===== config.mk =====
export PLATFORM = sky130hd
export DESIGN_NAME = fog_top
export DESIGN_NICKNAME = d
export VERILOG_FILES = /design/src/fog_pkg.sv /design/src/fog_top.sv /design/src/fog_timer.sv /design/src/fog_wake_filter.sv
export VERILOG_INCLUDE_DIRS = /design/src
export SDC_FILE = /design/constraint.sdc
export NUM_CORES = 1
export LEC_CHECK = 0
export BUFFER_PORTS_ARGS = -buffer_cell sky130_fd_sc_hd__buf_2
export CAP_MARGIN = 15
export CORE_MARGIN = 3
export CORE_UTILIZATION = 57
export CTS_BUF_LIST = sky130_fd_sc_hd__clkbuf_16
export DETAILED_ROUTE_END_ITERATION = 8
export PLACE_DENSITY = 0.83
export SLEW_MARGIN = 20
export SYNTH_ARGS = -nofsm -noshare
export SYNTH_HDL_FRONTEND = slang
export SYNTH_HIERARCHICAL = 1
export SYNTH_SLANG_ARGS = --single-unit

===== constraint.sdc =====
create_clock -name CLOCK_IN -period 3.1 [get_ports CLOCK_IN]
set_input_delay 0.155 -clock CLOCK_IN [delete_from_list [all_inputs] [get_ports CLOCK_IN]]
set_output_delay 0.155 -clock CLOCK_IN [all_outputs]
set_load 0.01 [all_outputs]

===== src/fog_regs.svh =====
// constants and register map of the pin function configuration block
// How it works
// - three-bit field picks fail, off, wake, switches
// - fail function keeps switch diagnosis off
// - wake input blanks, then filters its level
// - wake input is wake capable, pull follows select
// - pin wake event stored, cleared entering fail-safe
// - level status shown, held in sleep and fail-safe
// - wake edge pulses interrupt, restart only sets event
// - wake edge in sleep enables main supply
// - low-side switch follows shared pulse generator
// - low-side overcurrent checked on-time, disables switch
// - high-side switch follows shared pulse generator
// - high-side open load, overcurrent on-time only
// - cyclic sense timer start begins learning cycle
// - cyclic sense overcurrent shutdown, timer keeps running
// - shutdown rewrites field to off
// - wake reference starts low, no learning
// - non-fail function ignores failures and test bit
// - failure-driven fail output persists through restart
// - soft reset keeps locked config, clears timer, pulse
// - reconfigure only in normal except test bit, switches off in restart and fail-safe
`ifndef FOG_REGS_SVH
`define FOG_REGS_SVH
`define FOG_ADDR_PIN_CTRL 4'h0
`define FOG_ADDR_PWM_DUTY 4'h1
`define FOG_ADDR_PWM_FREQ 4'h2
`define FOG_ADDR_TIMER 4'h3
`define FOG_ADDR_STATUS 4'h4
`define FOG_ADDR_WAKE_STAT 4'h5
`define FOG_ADDR_LEVEL_STAT 4'h6
`define FOG_ADDR_CLEAR 4'h7
`define FOG_PIN_CTRL_RST 8'h00
`define FOG_FUNC_OFF 3'h4
`define FOG_BLANK_NS 40000
`define FOG_FILTER_NS 13000
`define FOG_CLK_NS 50
`define FOG_BLANK_CYC ((`FOG_BLANK_NS + `FOG_CLK_NS - 1) / `FOG_CLK_NS)
`define FOG_FILTER_CYC ((`FOG_FILTER_NS + `FOG_CLK_NS - 1) / `FOG_CLK_NS)
`define FOG_INT_CYC 2000
`endif


===== src/fog_pkg.sv =====
// types of the pin function configuration block
`default_nettype none
package fog_pkg;
    typedef enum logic [2:0] {
        FOG_MODE_NORMAL = 3'b000,
        FOG_MODE_STOP = 3'b001,
        FOG_MODE_SLEEP = 3'b010,
        FOG_MODE_INIT = 3'b011,
        FOG_MODE_RESTART = 3'b100,
        FOG_MODE_FAILSAFE = 3'b101
    } fog_mode_t;
    typedef enum logic [2:0] {
        FOG_FN_FAIL = 3'b000,
        FOG_FN_OFF = 3'b001,
        FOG_FN_WAKE = 3'b010,
        FOG_FN_LOW = 3'b011,
        FOG_FN_HIGH = 3'b100,
        FOG_FN_CYCLIC = 3'b101
    } fog_func_t;
    typedef enum logic [1:0] {
        FOG_WK_IDLE = 2'b00,
        FOG_WK_BLANK = 2'b01,
        FOG_WK_RUN = 2'b10
    } fog_wk_state_t;
endpackage
`default_nettype wire


===== src/fog_top.sv =====
// pin function configuration, diagnosis and wake reporting
`default_nettype none
`include "fog_regs.svh"
module fog_top #(
    parameter int DUTY_W = 8,
    parameter int INT_W = 12
) (
    input wire logic CLOCK_IN,
    input wire logic RST_N_IN,
    input wire logic [3:0] ADDR_IN,
    input wire logic [7:0] WDATA_IN,
    input wire logic WR_IN,
    input wire logic RD_IN,
    output logic [7:0] RDATA_OUT,
    input wire fog_pkg::fog_mode_t MODE_IN,
    input wire logic SOFT_RESET_IN,
    input wire logic FAILURE_IN,
    input wire logic PWM_ON_IN,
    input wire logic TIMER_ON_IN,
    input wire logic OVERCURRENT_IN,
    input wire logic OPEN_LOAD_IN,
    input wire logic PIN_LEVEL_IN,
    output logic PIN_LOW_OE_OUT,
    output logic PIN_HIGH_OE_OUT,
    output logic PULL_UP_OUT,
    output logic PULL_DOWN_OUT,
    output logic WAKE_CAPABLE_OUT,
    output logic DIAG_EN_OUT,
    output logic LEARN_START_OUT,
    output logic INT_OUT,
    output logic SUPPLY_WAKE_OUT,
    output logic [DUTY_W-1:0] PWM_DUTY_OUT,
    output logic [7:0] PWM_FREQ_OUT,
    output logic [7:0] TIMER_OUT
);
    import fog_pkg::*;

    // ----------------------------------------
    // decode helpers
    // ----------------------------------------
    function automatic fog_func_t decode_func(input logic [2:0] code);
        if (code == 3'h4) begin
            decode_func = FOG_FN_OFF;
        end else if (code == 3'h5) begin
            decode_func = FOG_FN_WAKE;
        end else if (code == 3'h6) begin
            decode_func = FOG_FN_LOW;
        end else if (code == 3'h7) begin
            decode_func = FOG_FN_HIGH;
        end else if (code == 3'h3) begin
            decode_func = FOG_FN_CYCLIC;
        end else begin
            decode_func = FOG_FN_FAIL;
        end
    endfunction

    function automatic logic is_switch(input fog_func_t fn);
        is_switch = (fn == FOG_FN_LOW) || (fn == FOG_FN_HIGH) || (fn == FOG_FN_CYCLIC);
    endfunction

    // ----------------------------------------
    // state
    // ----------------------------------------
    logic [2:0] func_reg;
    logic lock_reg;
    logic test_reg;
    logic [1:0] pull_reg;
    logic [DUTY_W-1:0] duty_reg;
    logic [7:0] freq_reg;
    logic [7:0] timer_reg;
    logic oc_reg;
    logic ol_reg;
    logic fail_flag_reg;
    logic wake_event_reg;
    logic level_reg;
    logic level_shown_reg;
    logic fail_latched_reg;
    fog_mode_t mode_prev_reg;
    logic int_start;
    logic int_busy;
    logic timer_was_zero_reg;
    logic wk_level;
    logic wk_edge;
    fog_func_t fn;
    logic in_restart_fs;
    logic entered_restart_fs;
    logic sw_on;
    logic oc_event;
    logic ol_event;
    logic write_ok;

    assign fn = decode_func(func_reg);
    assign in_restart_fs = (MODE_IN == FOG_MODE_RESTART) || (MODE_IN == FOG_MODE_FAILSAFE);
    assign entered_restart_fs = in_restart_fs && (mode_prev_reg != MODE_IN);
    // switch on-time: generator or timer
    assign sw_on = (fn == FOG_FN_CYCLIC) ? TIMER_ON_IN : PWM_ON_IN;
    assign oc_event = is_switch(fn) && sw_on && OVERCURRENT_IN;
    assign ol_event = (fn == FOG_FN_HIGH) && sw_on && OPEN_LOAD_IN;
    assign write_ok = WR_IN && (MODE_IN == FOG_MODE_NORMAL);

    always_ff @(posedge CLOCK_IN) begin
        if (!RST_N_IN) begin
            mode_prev_reg <= FOG_MODE_INIT;
        end else begin
            mode_prev_reg <= MODE_IN;
        end
    end

    // ----------------------------------------
    // configuration
    // ----------------------------------------
    always_ff @(posedge CLOCK_IN) begin
        if (!RST_N_IN) begin
            func_reg <= 3'(`FOG_PIN_CTRL_RST);
            lock_reg <= 1'b0;
            pull_reg <= 2'h0;
        end else if (is_switch(fn) && (oc_event || entered_restart_fs)) begin
            func_reg <= `FOG_FUNC_OFF;
        end else if (SOFT_RESET_IN) begin
            if (!lock_reg) begin
                func_reg <= 3'(`FOG_PIN_CTRL_RST);
                pull_reg <= 2'h0;
            end
        end else if (write_ok && ADDR_IN == `FOG_ADDR_PIN_CTRL) begin
            lock_reg <= WDATA_IN[7];
            pull_reg <= WDATA_IN[5:4];
            // locked field refuses change; unlock first
            if (!lock_reg) begin
                func_reg <= WDATA_IN[2:0];
            end
        end
    end

    // test bit can be written in any function and in any mode except restart
    always_ff @(posedge CLOCK_IN) begin
        if (!RST_N_IN) begin
            test_reg <= 1'b0;
        end else if (MODE_IN == FOG_MODE_RESTART) begin
            test_reg <= 1'b0;
        end else if (WR_IN && ADDR_IN == `FOG_ADDR_PIN_CTRL) begin
            test_reg <= WDATA_IN[3];
        end
    end

    always_ff @(posedge CLOCK_IN) begin
        if (!RST_N_IN || SOFT_RESET_IN) begin
            duty_reg <= '0;
            freq_reg <= 8'h00;
            timer_reg <= 8'h00;
        end else if (write_ok) begin
            if (ADDR_IN == `FOG_ADDR_PWM_DUTY) begin
                duty_reg <= WDATA_IN[DUTY_W-1:0];
            end else if (ADDR_IN == `FOG_ADDR_PWM_FREQ) begin
                freq_reg <= WDATA_IN;
            end else if (ADDR_IN == `FOG_ADDR_TIMER) begin
                timer_reg <= WDATA_IN;
            end
        end
    end

    // ----------------------------------------
    // status flags: set wins over clear
    // ----------------------------------------
    always_ff @(posedge CLOCK_IN) begin
        if (!RST_N_IN) begin
            oc_reg <= 1'b0;
            ol_reg <= 1'b0;
            fail_flag_reg <= 1'b0;
        end else begin
            if (oc_event) begin
                oc_reg <= 1'b1;
            end else if (WR_IN && ADDR_IN == `FOG_ADDR_CLEAR && WDATA_IN[0]) begin
                oc_reg <= 1'b0;
            end
            if (ol_event) begin
                ol_reg <= 1'b1;
            end else if (WR_IN && ADDR_IN == `FOG_ADDR_CLEAR && WDATA_IN[1]) begin
                ol_reg <= 1'b0;
            end
            // flag set in every function, still clearable
            if (FAILURE_IN) begin
                fail_flag_reg <= 1'b1;
            end else if (WR_IN && ADDR_IN == `FOG_ADDR_CLEAR && WDATA_IN[2]) begin
                fail_flag_reg <= 1'b0;
            end
        end
    end

    always_ff @(posedge CLOCK_IN) begin
        if (!RST_N_IN) begin
            fail_latched_reg <= 1'b0;
        end else if (FAILURE_IN) begin
            fail_latched_reg <= 1'b1;
        end else if (MODE_IN == FOG_MODE_NORMAL && !fail_flag_reg) begin
            fail_latched_reg <= 1'b0;
        end
    end

    // ----------------------------------------
    // wake input
    // ----------------------------------------
    fog_wake_filter #(
        .WIDTH(12)
    ) u_filter (
        .clk_in(CLOCK_IN),
        .rst_n_in(RST_N_IN),
        .enable_in(fn == FOG_FN_WAKE),
        .level_in(PIN_LEVEL_IN),
        .level_out(wk_level),
        .edge_out(wk_edge)
    );

    always_ff @(posedge CLOCK_IN) begin
        if (!RST_N_IN) begin
            wake_event_reg <= 1'b0;
        end else if (MODE_IN == FOG_MODE_FAILSAFE && mode_prev_reg != FOG_MODE_FAILSAFE) begin
            wake_event_reg <= 1'b0;
        end else if (wk_edge) begin
            wake_event_reg <= 1'b1;
        end else if (WR_IN && ADDR_IN == `FOG_ADDR_CLEAR && WDATA_IN[3]) begin
            wake_event_reg <= 1'b0;
        end
    end

    // readable level copy frozen in sleep and fail-safe
    always_ff @(posedge CLOCK_IN) begin
        if (!RST_N_IN) begin
            level_reg <= 1'b0;
            level_shown_reg <= 1'b0;
        end else begin
            if (fn == FOG_FN_WAKE) begin
                level_reg <= wk_level;
            end else if (fn == FOG_FN_LOW || fn == FOG_FN_HIGH) begin
                level_reg <= PIN_LEVEL_IN;
            end
            if (MODE_IN == FOG_MODE_NORMAL || MODE_IN == FOG_MODE_STOP ||
                MODE_IN == FOG_MODE_INIT || MODE_IN == FOG_MODE_RESTART) begin
                level_shown_reg <= level_reg;
            end
        end
    end

    // ----------------------------------------
    // interrupt pulse and supply wake
    // ----------------------------------------
    assign int_start = wk_edge && !int_busy &&
        (MODE_IN == FOG_MODE_NORMAL || MODE_IN == FOG_MODE_STOP);

    fog_timer #(
        .WIDTH(INT_W)
    ) u_int_timer (
        .clk_in(CLOCK_IN),
        .rst_n_in(RST_N_IN),
        .start_in(int_start),
        .load_in(INT_W'(`FOG_INT_CYC)),
        .busy_out(int_busy),
        .done_out()
    );

    always_ff @(posedge CLOCK_IN) begin
        if (!RST_N_IN) begin
            INT_OUT <= 1'b0;
            SUPPLY_WAKE_OUT <= 1'b0;
        end else begin
            INT_OUT <= int_start || int_busy;
            if (wk_edge && MODE_IN == FOG_MODE_SLEEP) begin
                SUPPLY_WAKE_OUT <= 1'b1;
            end else if (MODE_IN != FOG_MODE_SLEEP) begin
                SUPPLY_WAKE_OUT <= 1'b0;
            end
        end
    end

    // ----------------------------------------
    // pin drive
    // ----------------------------------------
    always_ff @(posedge CLOCK_IN) begin
        if (!RST_N_IN) begin
            PIN_LOW_OE_OUT <= 1'b0;
            PIN_HIGH_OE_OUT <= 1'b0;
            PULL_UP_OUT <= 1'b0;
            PULL_DOWN_OUT <= 1'b0;
            WAKE_CAPABLE_OUT <= 1'b0;
            DIAG_EN_OUT <= 1'b0;
            LEARN_START_OUT <= 1'b0;
            timer_was_zero_reg <= 1'b1;
        end else begin
            // fail output drives low only when selected
            PIN_LOW_OE_OUT <= ((fn == FOG_FN_FAIL) && (fail_latched_reg || test_reg)) ||
                ((fn == FOG_FN_LOW) && !in_restart_fs && !oc_event && PWM_ON_IN);
            PIN_HIGH_OE_OUT <= !in_restart_fs && !oc_event &&
                (((fn == FOG_FN_HIGH) && PWM_ON_IN) || ((fn == FOG_FN_CYCLIC) && TIMER_ON_IN));
            PULL_UP_OUT <= (fn == FOG_FN_WAKE) && (pull_reg == 2'h2);
            PULL_DOWN_OUT <= (fn == FOG_FN_WAKE) && (pull_reg == 2'h1);
            WAKE_CAPABLE_OUT <= (fn == FOG_FN_WAKE);
            DIAG_EN_OUT <= is_switch(fn) && (fn != FOG_FN_FAIL);
            timer_was_zero_reg <= (timer_reg == 8'h00);
            LEARN_START_OUT <= (fn == FOG_FN_CYCLIC) && timer_was_zero_reg && (timer_reg != 8'h00);
        end
    end

    always_ff @(posedge CLOCK_IN) begin
        if (!RST_N_IN) begin
            PWM_DUTY_OUT <= '0;
            PWM_FREQ_OUT <= 8'h00;
            TIMER_OUT <= 8'h00;
        end else begin
            PWM_DUTY_OUT <= duty_reg;
            PWM_FREQ_OUT <= freq_reg;
            TIMER_OUT <= timer_reg;
        end
    end

    // ----------------------------------------
    // read port
    // ----------------------------------------
    always_ff @(posedge CLOCK_IN) begin
        if (!RST_N_IN) begin
            RDATA_OUT <= 8'h00;
        end else if (RD_IN) begin
            if (ADDR_IN == `FOG_ADDR_PIN_CTRL) begin
                RDATA_OUT <= {lock_reg, 1'b0, pull_reg, test_reg, func_reg};
            end else if (ADDR_IN == `FOG_ADDR_PWM_DUTY) begin
                RDATA_OUT <= 8'(duty_reg);
            end else if (ADDR_IN == `FOG_ADDR_PWM_FREQ) begin
                RDATA_OUT <= freq_reg;
            end else if (ADDR_IN == `FOG_ADDR_TIMER) begin
                RDATA_OUT <= timer_reg;
            end else if (ADDR_IN == `FOG_ADDR_STATUS) begin
                RDATA_OUT <= {5'h00, fail_flag_reg, ol_reg, oc_reg};
            end else if (ADDR_IN == `FOG_ADDR_WAKE_STAT) begin
                RDATA_OUT <= {7'h00, wake_event_reg};
            end else if (ADDR_IN == `FOG_ADDR_LEVEL_STAT) begin
                RDATA_OUT <= {7'h00, level_shown_reg};
            end else begin
                RDATA_OUT <= 8'h00;
            end
        end else begin
            RDATA_OUT <= 8'h00;
        end
    end
endmodule
`default_nettype wire


===== src/fog_timer.sv =====
// down counter used for interrupt pulse timing
`default_nettype none
module fog_timer #(
    parameter int WIDTH = 12
) (
    input wire logic clk_in,
    input wire logic rst_n_in,
    input wire logic start_in,
    input wire logic [WIDTH-1:0] load_in,
    output logic busy_out,
    output logic done_out
);
    logic [WIDTH-1:0] count_reg;
    always_ff @(posedge clk_in) begin
        if (!rst_n_in) begin
            count_reg <= '0;
            done_out <= 1'b0;
        end else if (start_in) begin
            count_reg <= load_in;
            done_out <= 1'b0;
        end else begin
            done_out <= (count_reg == {{(WIDTH-1){1'b0}}, 1'b1});
            if (count_reg != '0) begin
                count_reg <= count_reg - 1'b1;
            end
        end
    end
    assign busy_out = (count_reg != '0);
endmodule
`default_nettype wire


===== src/fog_wake_filter.sv =====
// wake input blanking and level filter
`default_nettype none
`include "fog_regs.svh"
module fog_wake_filter #(
    parameter int WIDTH = 12
) (
    input wire logic clk_in,
    input wire logic rst_n_in,
    input wire logic enable_in,
    input wire logic level_in,
    output logic level_out,
    output logic edge_out
);
    import fog_pkg::*;
    fog_wk_state_t state_reg;
    logic [WIDTH-1:0] count_reg;
    logic stable_reg;
    logic cand_reg;
    always_ff @(posedge clk_in) begin
        if (!rst_n_in || !enable_in) begin
            state_reg <= FOG_WK_IDLE;
            count_reg <= '0;
            cand_reg <= 1'b0;
        end else begin
            case (state_reg)
                FOG_WK_IDLE: begin
                    state_reg <= FOG_WK_BLANK;
                    count_reg <= WIDTH'(`FOG_BLANK_CYC);
                end
                FOG_WK_BLANK: begin
                    // level ignored until blanking expires
                    if (count_reg == '0) begin
                        state_reg <= FOG_WK_RUN;
                        cand_reg <= level_in;
                        count_reg <= WIDTH'(`FOG_FILTER_CYC);
                    end else begin
                        count_reg <= count_reg - 1'b1;
                    end
                end
                FOG_WK_RUN: begin
                    if (level_in != cand_reg) begin
                        cand_reg <= level_in;
                        count_reg <= WIDTH'(`FOG_FILTER_CYC);
                    end else if (count_reg != '0) begin
                        count_reg <= count_reg - 1'b1;
                    end
                end
                default: state_reg <= FOG_WK_IDLE;
            endcase
        end
    end
    // reference survives reconfiguration: no learning
    always_ff @(posedge clk_in) begin
        if (!rst_n_in) begin
            stable_reg <= 1'b0;
            edge_out <= 1'b0;
        end else begin
            edge_out <= 1'b0;
            if (enable_in && state_reg == FOG_WK_RUN && count_reg == '0 && cand_reg != stable_reg) begin
                stable_reg <= cand_reg;
                edge_out <= 1'b1;
            end
        end
    end
    assign level_out = stable_reg;
endmodule
`default_nettype wire


# After elaboration in Yosys (flattened, before gate mapping)
# Index checks and enable logic that the tools add are counted.
# W data, S select, Z words.
dict set report word_totals {
  register_bits 112
  latch_bits 0
  mem_bits_rw 0
  romBits 0
  input_bits 26
  output_inout_bits 41
  wordCells 222
  memories 0
}
dict set report op_classes {
  add_sub_neg 2
  mul 0
  div_mod_pow 0
  n_lt_le_gt_ge 0
  eq_ne 35
  n_shift 0
  mux 47
  n_bitwise 8
  reduce_logical 92
}
# cell n
set op_table {}
lappend op_table {{$mux W12} 3}
lappend op_table {{$pmux W12 S3} 1}
lappend op_table {{$logic_and A1 B1 Y1} 35}
lappend op_table {{$mux W3} 11}
lappend op_table {{$mux W8} 4}
lappend op_table {{$eq A3 B3 Y1 const B} 8}
lappend op_table {{$reduce_bool A12 Y1} 2}
lappend op_table {{$sub A12 B1 Y12 const B} 2}
lappend op_table {{$mux W11} 2}
lappend op_table {{$mux W1} 20}
lappend op_table {{$reduce_bool A2 Y1} 10}
lappend op_table {{$eq A4 B3 Y1 const B} 4}
lappend op_table {{$eq A3 B2 Y1 const B} 5}
lappend op_table {{$logic_or A1 B1 Y1} 13}
lappend op_table {{$logic_not A12 Y1} 1}
lappend op_table {{$reduce_and A2 Y1} 6}
lappend op_table {{$reduce_and A3 Y1} 4}
lappend op_table {{$reduce_bool A3 Y1} 3}
lappend op_table {{$eq A4 B2 Y1 const B} 2}
lappend op_table {{$logic_not A8 Y1} 1}
lappend op_table {{$mux W2} 4}
lappend op_table {{$not A1 Y1} 8}
lappend op_table {{$reduce_bool A8 Y1} 1}
lappend op_table {{$reduce_or A2 Y1} 4}
lappend op_table {{19 further kinds} 30}

# Depth between registers and ports, before layout
# Gate-level depths: netlist (run 1).
dict set report depth {
  ltp_word 15
  mapped_depth 9
  mapped_depth_nobuf 8
}

# Modules after synthesis
# Netlist (run 1), hierarchy kept.
# mod n_inst cells_each area_each_um2 seq_area_each_um2
set by_module_without_submodules {}
lappend by_module_without_submodules {fog_top 1 324 3210.6 1661.6}
lappend by_module_without_submodules {fog_wake_filter 1 124 1068.5 340.3}
lappend by_module_without_submodules {fog_timer 1 89 765.7 260.2}

# Least setup slack after synthesis (run 1)
# Ideal clock, no wire load.
dict set report synth_timing {
  kind {reg-to-reg}
  from {register u_int_timer.count_reg[0]}
  to {register u_int_timer.count_reg[3]}
  arrival_time_ps 2393
  required_time_ps 2975
  setup_slack_ps 582
  path_stages_with_launch 10
  path_buffers 1
  synth_period_minus_slack_ps 2518
  cell_sequence {dfxtp_1 inv_1 ha_1 nor3b_1 nand4b_1 nor4b_1 clkbuf_1 inv_1 nand3_1 o21ai_0}
}
dict set report synth_via {
  elab_chain_len 5
}
# item line_no
set synth_rtl {}
lappend synth_rtl {{start, declared} fog_timer.sv:13} ;# logic [WIDTH-1:0] count_reg;
lappend synth_rtl {{start signal, assigned} fog_timer.sv:19} ;# count_reg <= load_in;
lappend synth_rtl {{start signal, assigned} fog_timer.sv:24} ;# count_reg <= count_reg - 1'b1;
lappend synth_rtl {{$reduce_bool A12 Y1} fog_timer.sv:28} ;# assign busy_out = (count_reg != '0);
lappend synth_rtl {{net int_busy} fog_top.sv:80} ;# logic int_busy;
lappend synth_rtl {{$logic_not A1 Y1} fog_top.sv:246} ;# assign int_start = wk_edge && !int_busy &&
lappend synth_rtl {{$logic_and A1 B1 Y1 (2 in series)} fog_top.sv:246}
lappend synth_rtl {{net int_start} fog_top.sv:79} ;# logic int_start;
lappend synth_rtl {{$reduce_or A2 Y1 (no source line)} --}
# The timed path passes the listed nets, and every way through them passes these cells.
# A chain may end at the register's enable or synchronous reset.

# Worst setup path in the final report (run 1)
dict set report layout_timing {
  from {register u_filter.count_reg[0]}
  to {register u_filter.count_reg[8]}
}
dict set report layout_via {
  elab_chain_len 4
}
# item line_no
set layout_rtl {}
lappend layout_rtl {{start, declared} fog_wake_filter.sv:16} ;# logic [WIDTH-1:0] count_reg;
lappend layout_rtl {{start signal, assigned} fog_wake_filter.sv:28} ;# count_reg <= WIDTH'(`FOG_BLANK_CYC);
lappend layout_rtl {{start signal, assigned} fog_wake_filter.sv:35} ;# count_reg <= WIDTH'(`FOG_FILTER_CYC);
lappend layout_rtl {{start signal, assigned} fog_wake_filter.sv:37} ;# count_reg <= count_reg - 1'b1;
lappend layout_rtl {{$sub A12 B1 Y12} {fog_wake_filter.sv:37, fog_wake_filter.sv:45}}
lappend layout_rtl {{$mux W12} fog_wake_filter.sv:44} ;# end else if (count_reg != '0) begin
lappend layout_rtl {{$mux W12} fog_wake_filter.sv:41} ;# if (level_in != cand_reg) begin
lappend layout_rtl {{$pmux W12 S3} fog_wake_filter.sv:25} ;# case (state_reg)
# Parallel ways exist; a longest one is shown, timed or not. The select of a mux whose other input is x is not followed.

==> results of run 1 <==
-- per-stage QoR --
step	worst slack, ps	power [mW]	utilization	instances	cell area (sq um)
CTS	638	3.31	0.685	708	5710
finish	638	3.29	0.685	708	5710
global placement	681	2.13	0.649	692	5410
detailed placement	664	2.15	0.649	692	5410
floorplan	678	2.03	-	542	5030
global route	462	3.44	0.685	708	5710
-- critical path, cell delays in order (launching register included) --
cell	delay [ps]
sky130_fd_sc_hd__dfxtp_1	340
sky130_fd_sc_hd__inv_1	90
sky130_fd_sc_hd__ha_1	160
sky130_fd_sc_hd__or4b_2	680
sky130_fd_sc_hd__nor4_2	560
sky130_fd_sc_hd__a21oi_1	280
sky130_fd_sc_hd__o21ai_0	210
sky130_fd_sc_hd__nor2_1	50
-- final timing paths --
kind	to	slack [ps]	cells past startpoint
max	u_filter/count_reg[8]	640	7
min	fail_flag_reg	30	2
max reg2reg	u_filter/count_reg[8]	640	7
min reg2reg	LEARN_START_OUT	440	2
-- final cells by class --
cell class | instances | area (sq um)
well taps | 105 | 131
clock inverters | 7 | 78.8
repair buffers | 69 | 353
fillers | 679 | 2630
clock buffers | 9 | 225
inverters | 19 | 71.3
multi-input cells | 387 | 2610
flip-flops and latches | 112 | 2240
-- report_power, final --
part	internal (mW)	total [mW]	switching, mW
clock	0.635	1.17	0.532
combinational	0.255	0.540	0.286
sequential	1.51	1.59	0.0802
-- metal layers --
metal | vias to the layer above | part of all wire
li1 | 2004 | -
met1 | 1976 | 0.46
met2 | 136 | 0.47
met3 | 19 | 0.063
met4 | 0 | 0.013
met5 | - | 0
==> results.ini, run 1 <==
[global_routing]
global_routing_usage_summed_across_all_routing_layers = 0.229
antenna_found_initial = 0
grt_first_pass_wirelength_um = 18600
grt_start_max_net_pins = 26
fraction_of_met2_tracks_used_by_global_routing = 0.356
grt_util_met3 = 0.0547
grt-busiest-layer = met2
overflow = 0
grt_pass1_vias = 3839
met1_usage = 0.320

[clocking]
cts_hold_bufs = 0
clock_transition_at_the_registers_of_the_reported_paths_ps = 70
cts_htree_levels = 3
clk_root_buffer_cell = sky130_fd_sc_hd__clkbuf_16
post_cts.resized_instances = 0
cts.path.max_buffers = 2
tritoncts_num_sinks = 112
cts_tree = yes
setup_bufs_post_cts = 0
clock_insertion_delay_worst_skew_ps = 350
numCtsBuffers = 9

[timing]
hold_violations = 0
skew_ps = 8.96
setup_viol = 0
drv_slew = 0
maxSlewHeadroom = 0.359
min_period_ps = 2460
period_share = 0.794
fmaxAchievable_mhz = 406
rsz_0062_raised_after_global_routing = false
setup_tns_ps = 0
worst_pin_slew_ps = 962
hold_slack_ps = 27.0

[route]
drc = 0
firstDrtPassIters = 4
drt-total-wl_um = 11400
drt_first_iter_violations = 232
detail_route.wl_per_cell_um = 16.0
drtAntennaViolNets = 0
post_drt_via_cell_ratio = 5.84
num_vias = 4135

[pwr]
powerDensity_mw_per_mm2 = 576
worst_ir_drop_vdd_mv = 0.515
power.static_leakage_nw = 2.50

[cells_and_area]
layout_commonest_cell = sky130_fd_sc_hd__dfxtp_1
layout.cells.most_common_list = 112 x sky130_fd_sc_hd__dfxtp_1, 66 x sky130_fd_sc_hd__buf_2, 57 x sky130_fd_sc_hd__nor2_1
flow.area_growth_from_synthesis_pct = 14.5
layout-drive-gt1-share = 0.192
design.final.nets = 632
antenna-diode-count = 0

[worst_setup_path]
worstReg2RegStart = u_filter/count_reg[0]
arrival_ps = 2700
critPathMaxFanout = 7
crit_path_start = u_filter/count_reg[0]
setup.worst_path.start_class = flip-flop
crit_required_ps = 3340
end_kind = flip-flop
path_class = reg -> reg

[worst_hold_path]
hold_path_class = in -> reg
hold_start = FAILURE_IN

[place]
weighted_congestion_at_the_end_of_routability_driven_global_placement = 0.856
buffer_ports.inserted = 66
dp.final_hpwl_um = 8250

[synthesis]
synthesis.instances = 532
yosysWarnings = 6
post_synth_instance_area_sq_mm = 0.00499
synth.avg_cell_area_sq_um = 9.38

[floorplan]
die_height_um = 99.6
full_die_area_sq_mm = 0.00992
initial_utilization = 0.598
core_region_area_sq_mm = 0.00834
io_pins = 67
placementRows = 33
width_of_the_die_um = 99.6

[run]
drv_cap = 0

[status]
result_of_the_run = finished, final reports clean

No activity file was read; power rests on OpenSTA's default activity.
==> inputs of run 2 (changes only) <==
--- a/config.mk
+++ b/config.mk
@@ -9,10 +9,10 @@
 export BUFFER_PORTS_ARGS = -buffer_cell sky130_fd_sc_hd__buf_2
 export CAP_MARGIN = 15
 export CORE_MARGIN = 3
-export CORE_UTILIZATION = 57
+export CORE_UTILIZATION = 52
 export CTS_BUF_LIST = sky130_fd_sc_hd__clkbuf_16
 export DETAILED_ROUTE_END_ITERATION = 8
-export PLACE_DENSITY = 0.83
+export PLACE_DENSITY = 0.8
 export SLEW_MARGIN = 20
 export SYNTH_ARGS = -nofsm -noshare
 export SYNTH_HDL_FRONTEND = slang
==> constraint.sdc (replaced) <==
create_clock -name CLOCK_IN -period 2.2 [get_ports CLOCK_IN]
set_input_delay 0.11 -clock CLOCK_IN [delete_from_list [all_inputs] [get_ports CLOCK_IN]]
set_output_delay 0.11 -clock CLOCK_IN [all_outputs]
set_load 0.01 [all_outputs]
==> results.ini, run 2 (same netlist as run 1, synthesis figures left out) <==
[status]
result_of_the_run = finished, final reports clean

[worst_setup_path]
endpoint = u_filter/count_reg[10]
end_kind = flip-flop
r2r_end = u_filter/count_reg[10]
worstReg2RegStart = u_filter/count_reg[0]
path_class = reg -> reg
arrival_ps = 2470
worst-r2r-cell-count = 7
reg2reg_slack_ps = 20
critPathMostFrequentCell = sky130_fd_sc_hd__or4_4
crit_path_cell_trace = inv_2 -> ha_2 -> or3b_4 -> or4_4 -> or4_4 -> a22o_1 -> a21oi_2
critPathMaxFanout = 4
crit_required_ps = 2490
slowest_stage_cell_on_the_critical_path = sky130_fd_sc_hd__or4_4
crit_path_max_incr_delay_ps = 430
crit_path_start = u_filter/count_reg[0]
setup.worst_path.start_class = flip-flop

[place]
placement.setup.worst_slack_ps = -45.2
buffer_ports.inserted = 66
post-place-cells = 737
placement.cell_area_sq_mm = 0.00561
dp.final_hpwl_um = 8620
weighted_congestion_at_the_end_of_routability_driven_global_placement = 0.874

[cells_and_area]
final_cell_area_sq_mm = 0.00599
layout-drive-gt1-share = 0.242
design.final.nets = 654
final_cell_count_no_fill = 754
flow.area_growth_from_synthesis_pct = 20.1
post-route-util = 0.646
layout_commonest_cell = sky130_fd_sc_hd__dfxtp_1
layout.cells.most_common_list = 110 x sky130_fd_sc_hd__dfxtp_1, 66 x sky130_fd_sc_hd__buf_2, 56 x sky130_fd_sc_hd__nor2_1
antenna-diode-count = 0

[clocking]
clock_insertion_delay_worst_skew_ps = 350
tritoncts_num_sinks = 112
cts_htree_levels = 3
cts.path.max_buffers = 2
cts_tree = yes
clock_transition_at_the_registers_of_the_reported_paths_ps = 90
clk_root_buffer_cell = sky130_fd_sc_hd__clkbuf_16
setup_bufs_post_cts = 0
numCtsBuffers = 9

[global_routing]
grt_start_max_net_pins = 25
grt_first_pass_wirelength_um = 19900
overflow = 0
antenna_found_initial = 0
grt_pass1_vias = 4187
global_routing_usage_summed_across_all_routing_layers = 0.220

[timing]
fmaxAchievable_mhz = 458
drv_slew = 0
hold_violations = 0
worst_pin_slew_ps = 1020
maxSlewHeadroom = 0.322
min_period_ps = 2180
post-route-worst-setup-slack_ps = 17.6
period_share = 0.992
setup_tns_ps = 0
skew_ps = 11.2
hold_slack_ps = 25.6
rsz_0062_raised_after_global_routing = true
setup_viol = 0

[floorplan]
die_height_um = 104
full_die_area_sq_mm = 0.0108
io_pins = 67
initial_utilization = 0.538
width_of_the_die_um = 104
placementRows = 35
core_region_area_sq_mm = 0.00928

[route]
firstDrtPassIters = 5
detail_route.wl_per_cell_um = 15.7
drtAntennaViolNets = 0
drt_first_iter_violations = 290
post_drt_via_cell_ratio = 5.66
num_vias = 4268
drc = 0
drt-total-wl_um = 11800

[run]
drv_cap = 0

[pwr]
powerDensity_mw_per_mm2 = 800
worst_ir_drop_vdd_mv = 0.602
power.static_leakage_nw = 2.63
report.power.total_mw = 4.79

[worst_hold_path]
hold_path_class = in -> reg

## run 2: layout make-up
cell class / instances / area [sq um]
clock buffers: 9 / 225
clock inverters: 7 / 93.8
fillers: 767 / 3290
inverters: 19 / 71.3
multi-input cells: 387 / 2680
flip-flops and latches: 112 / 2240
well taps: 129 / 161
repair buffers: 91 / 520
## run 2: worst min-delay path by stage
stage	from	to	depth (start not counted)
finish	WDATA_IN[6]	timer_reg[6]	3
global route	WDATA_IN[6]	duty_reg[6]	3
CTS	WDATA_IN[6]	timer_reg[6]	3
detailed placement	FAILURE_IN	fail_latched_reg	3
global placement	FAILURE_IN	fail_latched_reg	3
floorplan	MODE_IN[2]	SUPPLY_WAKE_OUT	1
## run 2: critical path: cells and delay by family, from the launching register on
family,cells,cell delay (ps)
simple gates,3,1250
flops,1,330
compound gates,2,320
fa+ha+maj,1,170
buf+inv,1,60
## run 2: power breakdown
group | internal [mW] | switching, mW
logic | 0.407 | 0.449
registers | 2.12 | 0.104
clock network | 0.837 | 0.875
## run 2: what timing repair did
action / CTS / global route
pin swaps: 1 / 1
hold endpoints to repair: 2 / 0
hold buffers: 1 / 0
resized for setup: 3 / 12
setup endpoints to repair: 7 / 16
## run 2: metal layers
metal | up-vias | wire length (um) | global-route usage
met5 | - | 0 | 0
li1 | 2056 | - | -
met2 | 154 | 5530 | 0.354
met4 | 0 | 218 | 0.0712
met3 | 24 | 658 | 0.0360
met1 | 2034 | 5440 | 0.303
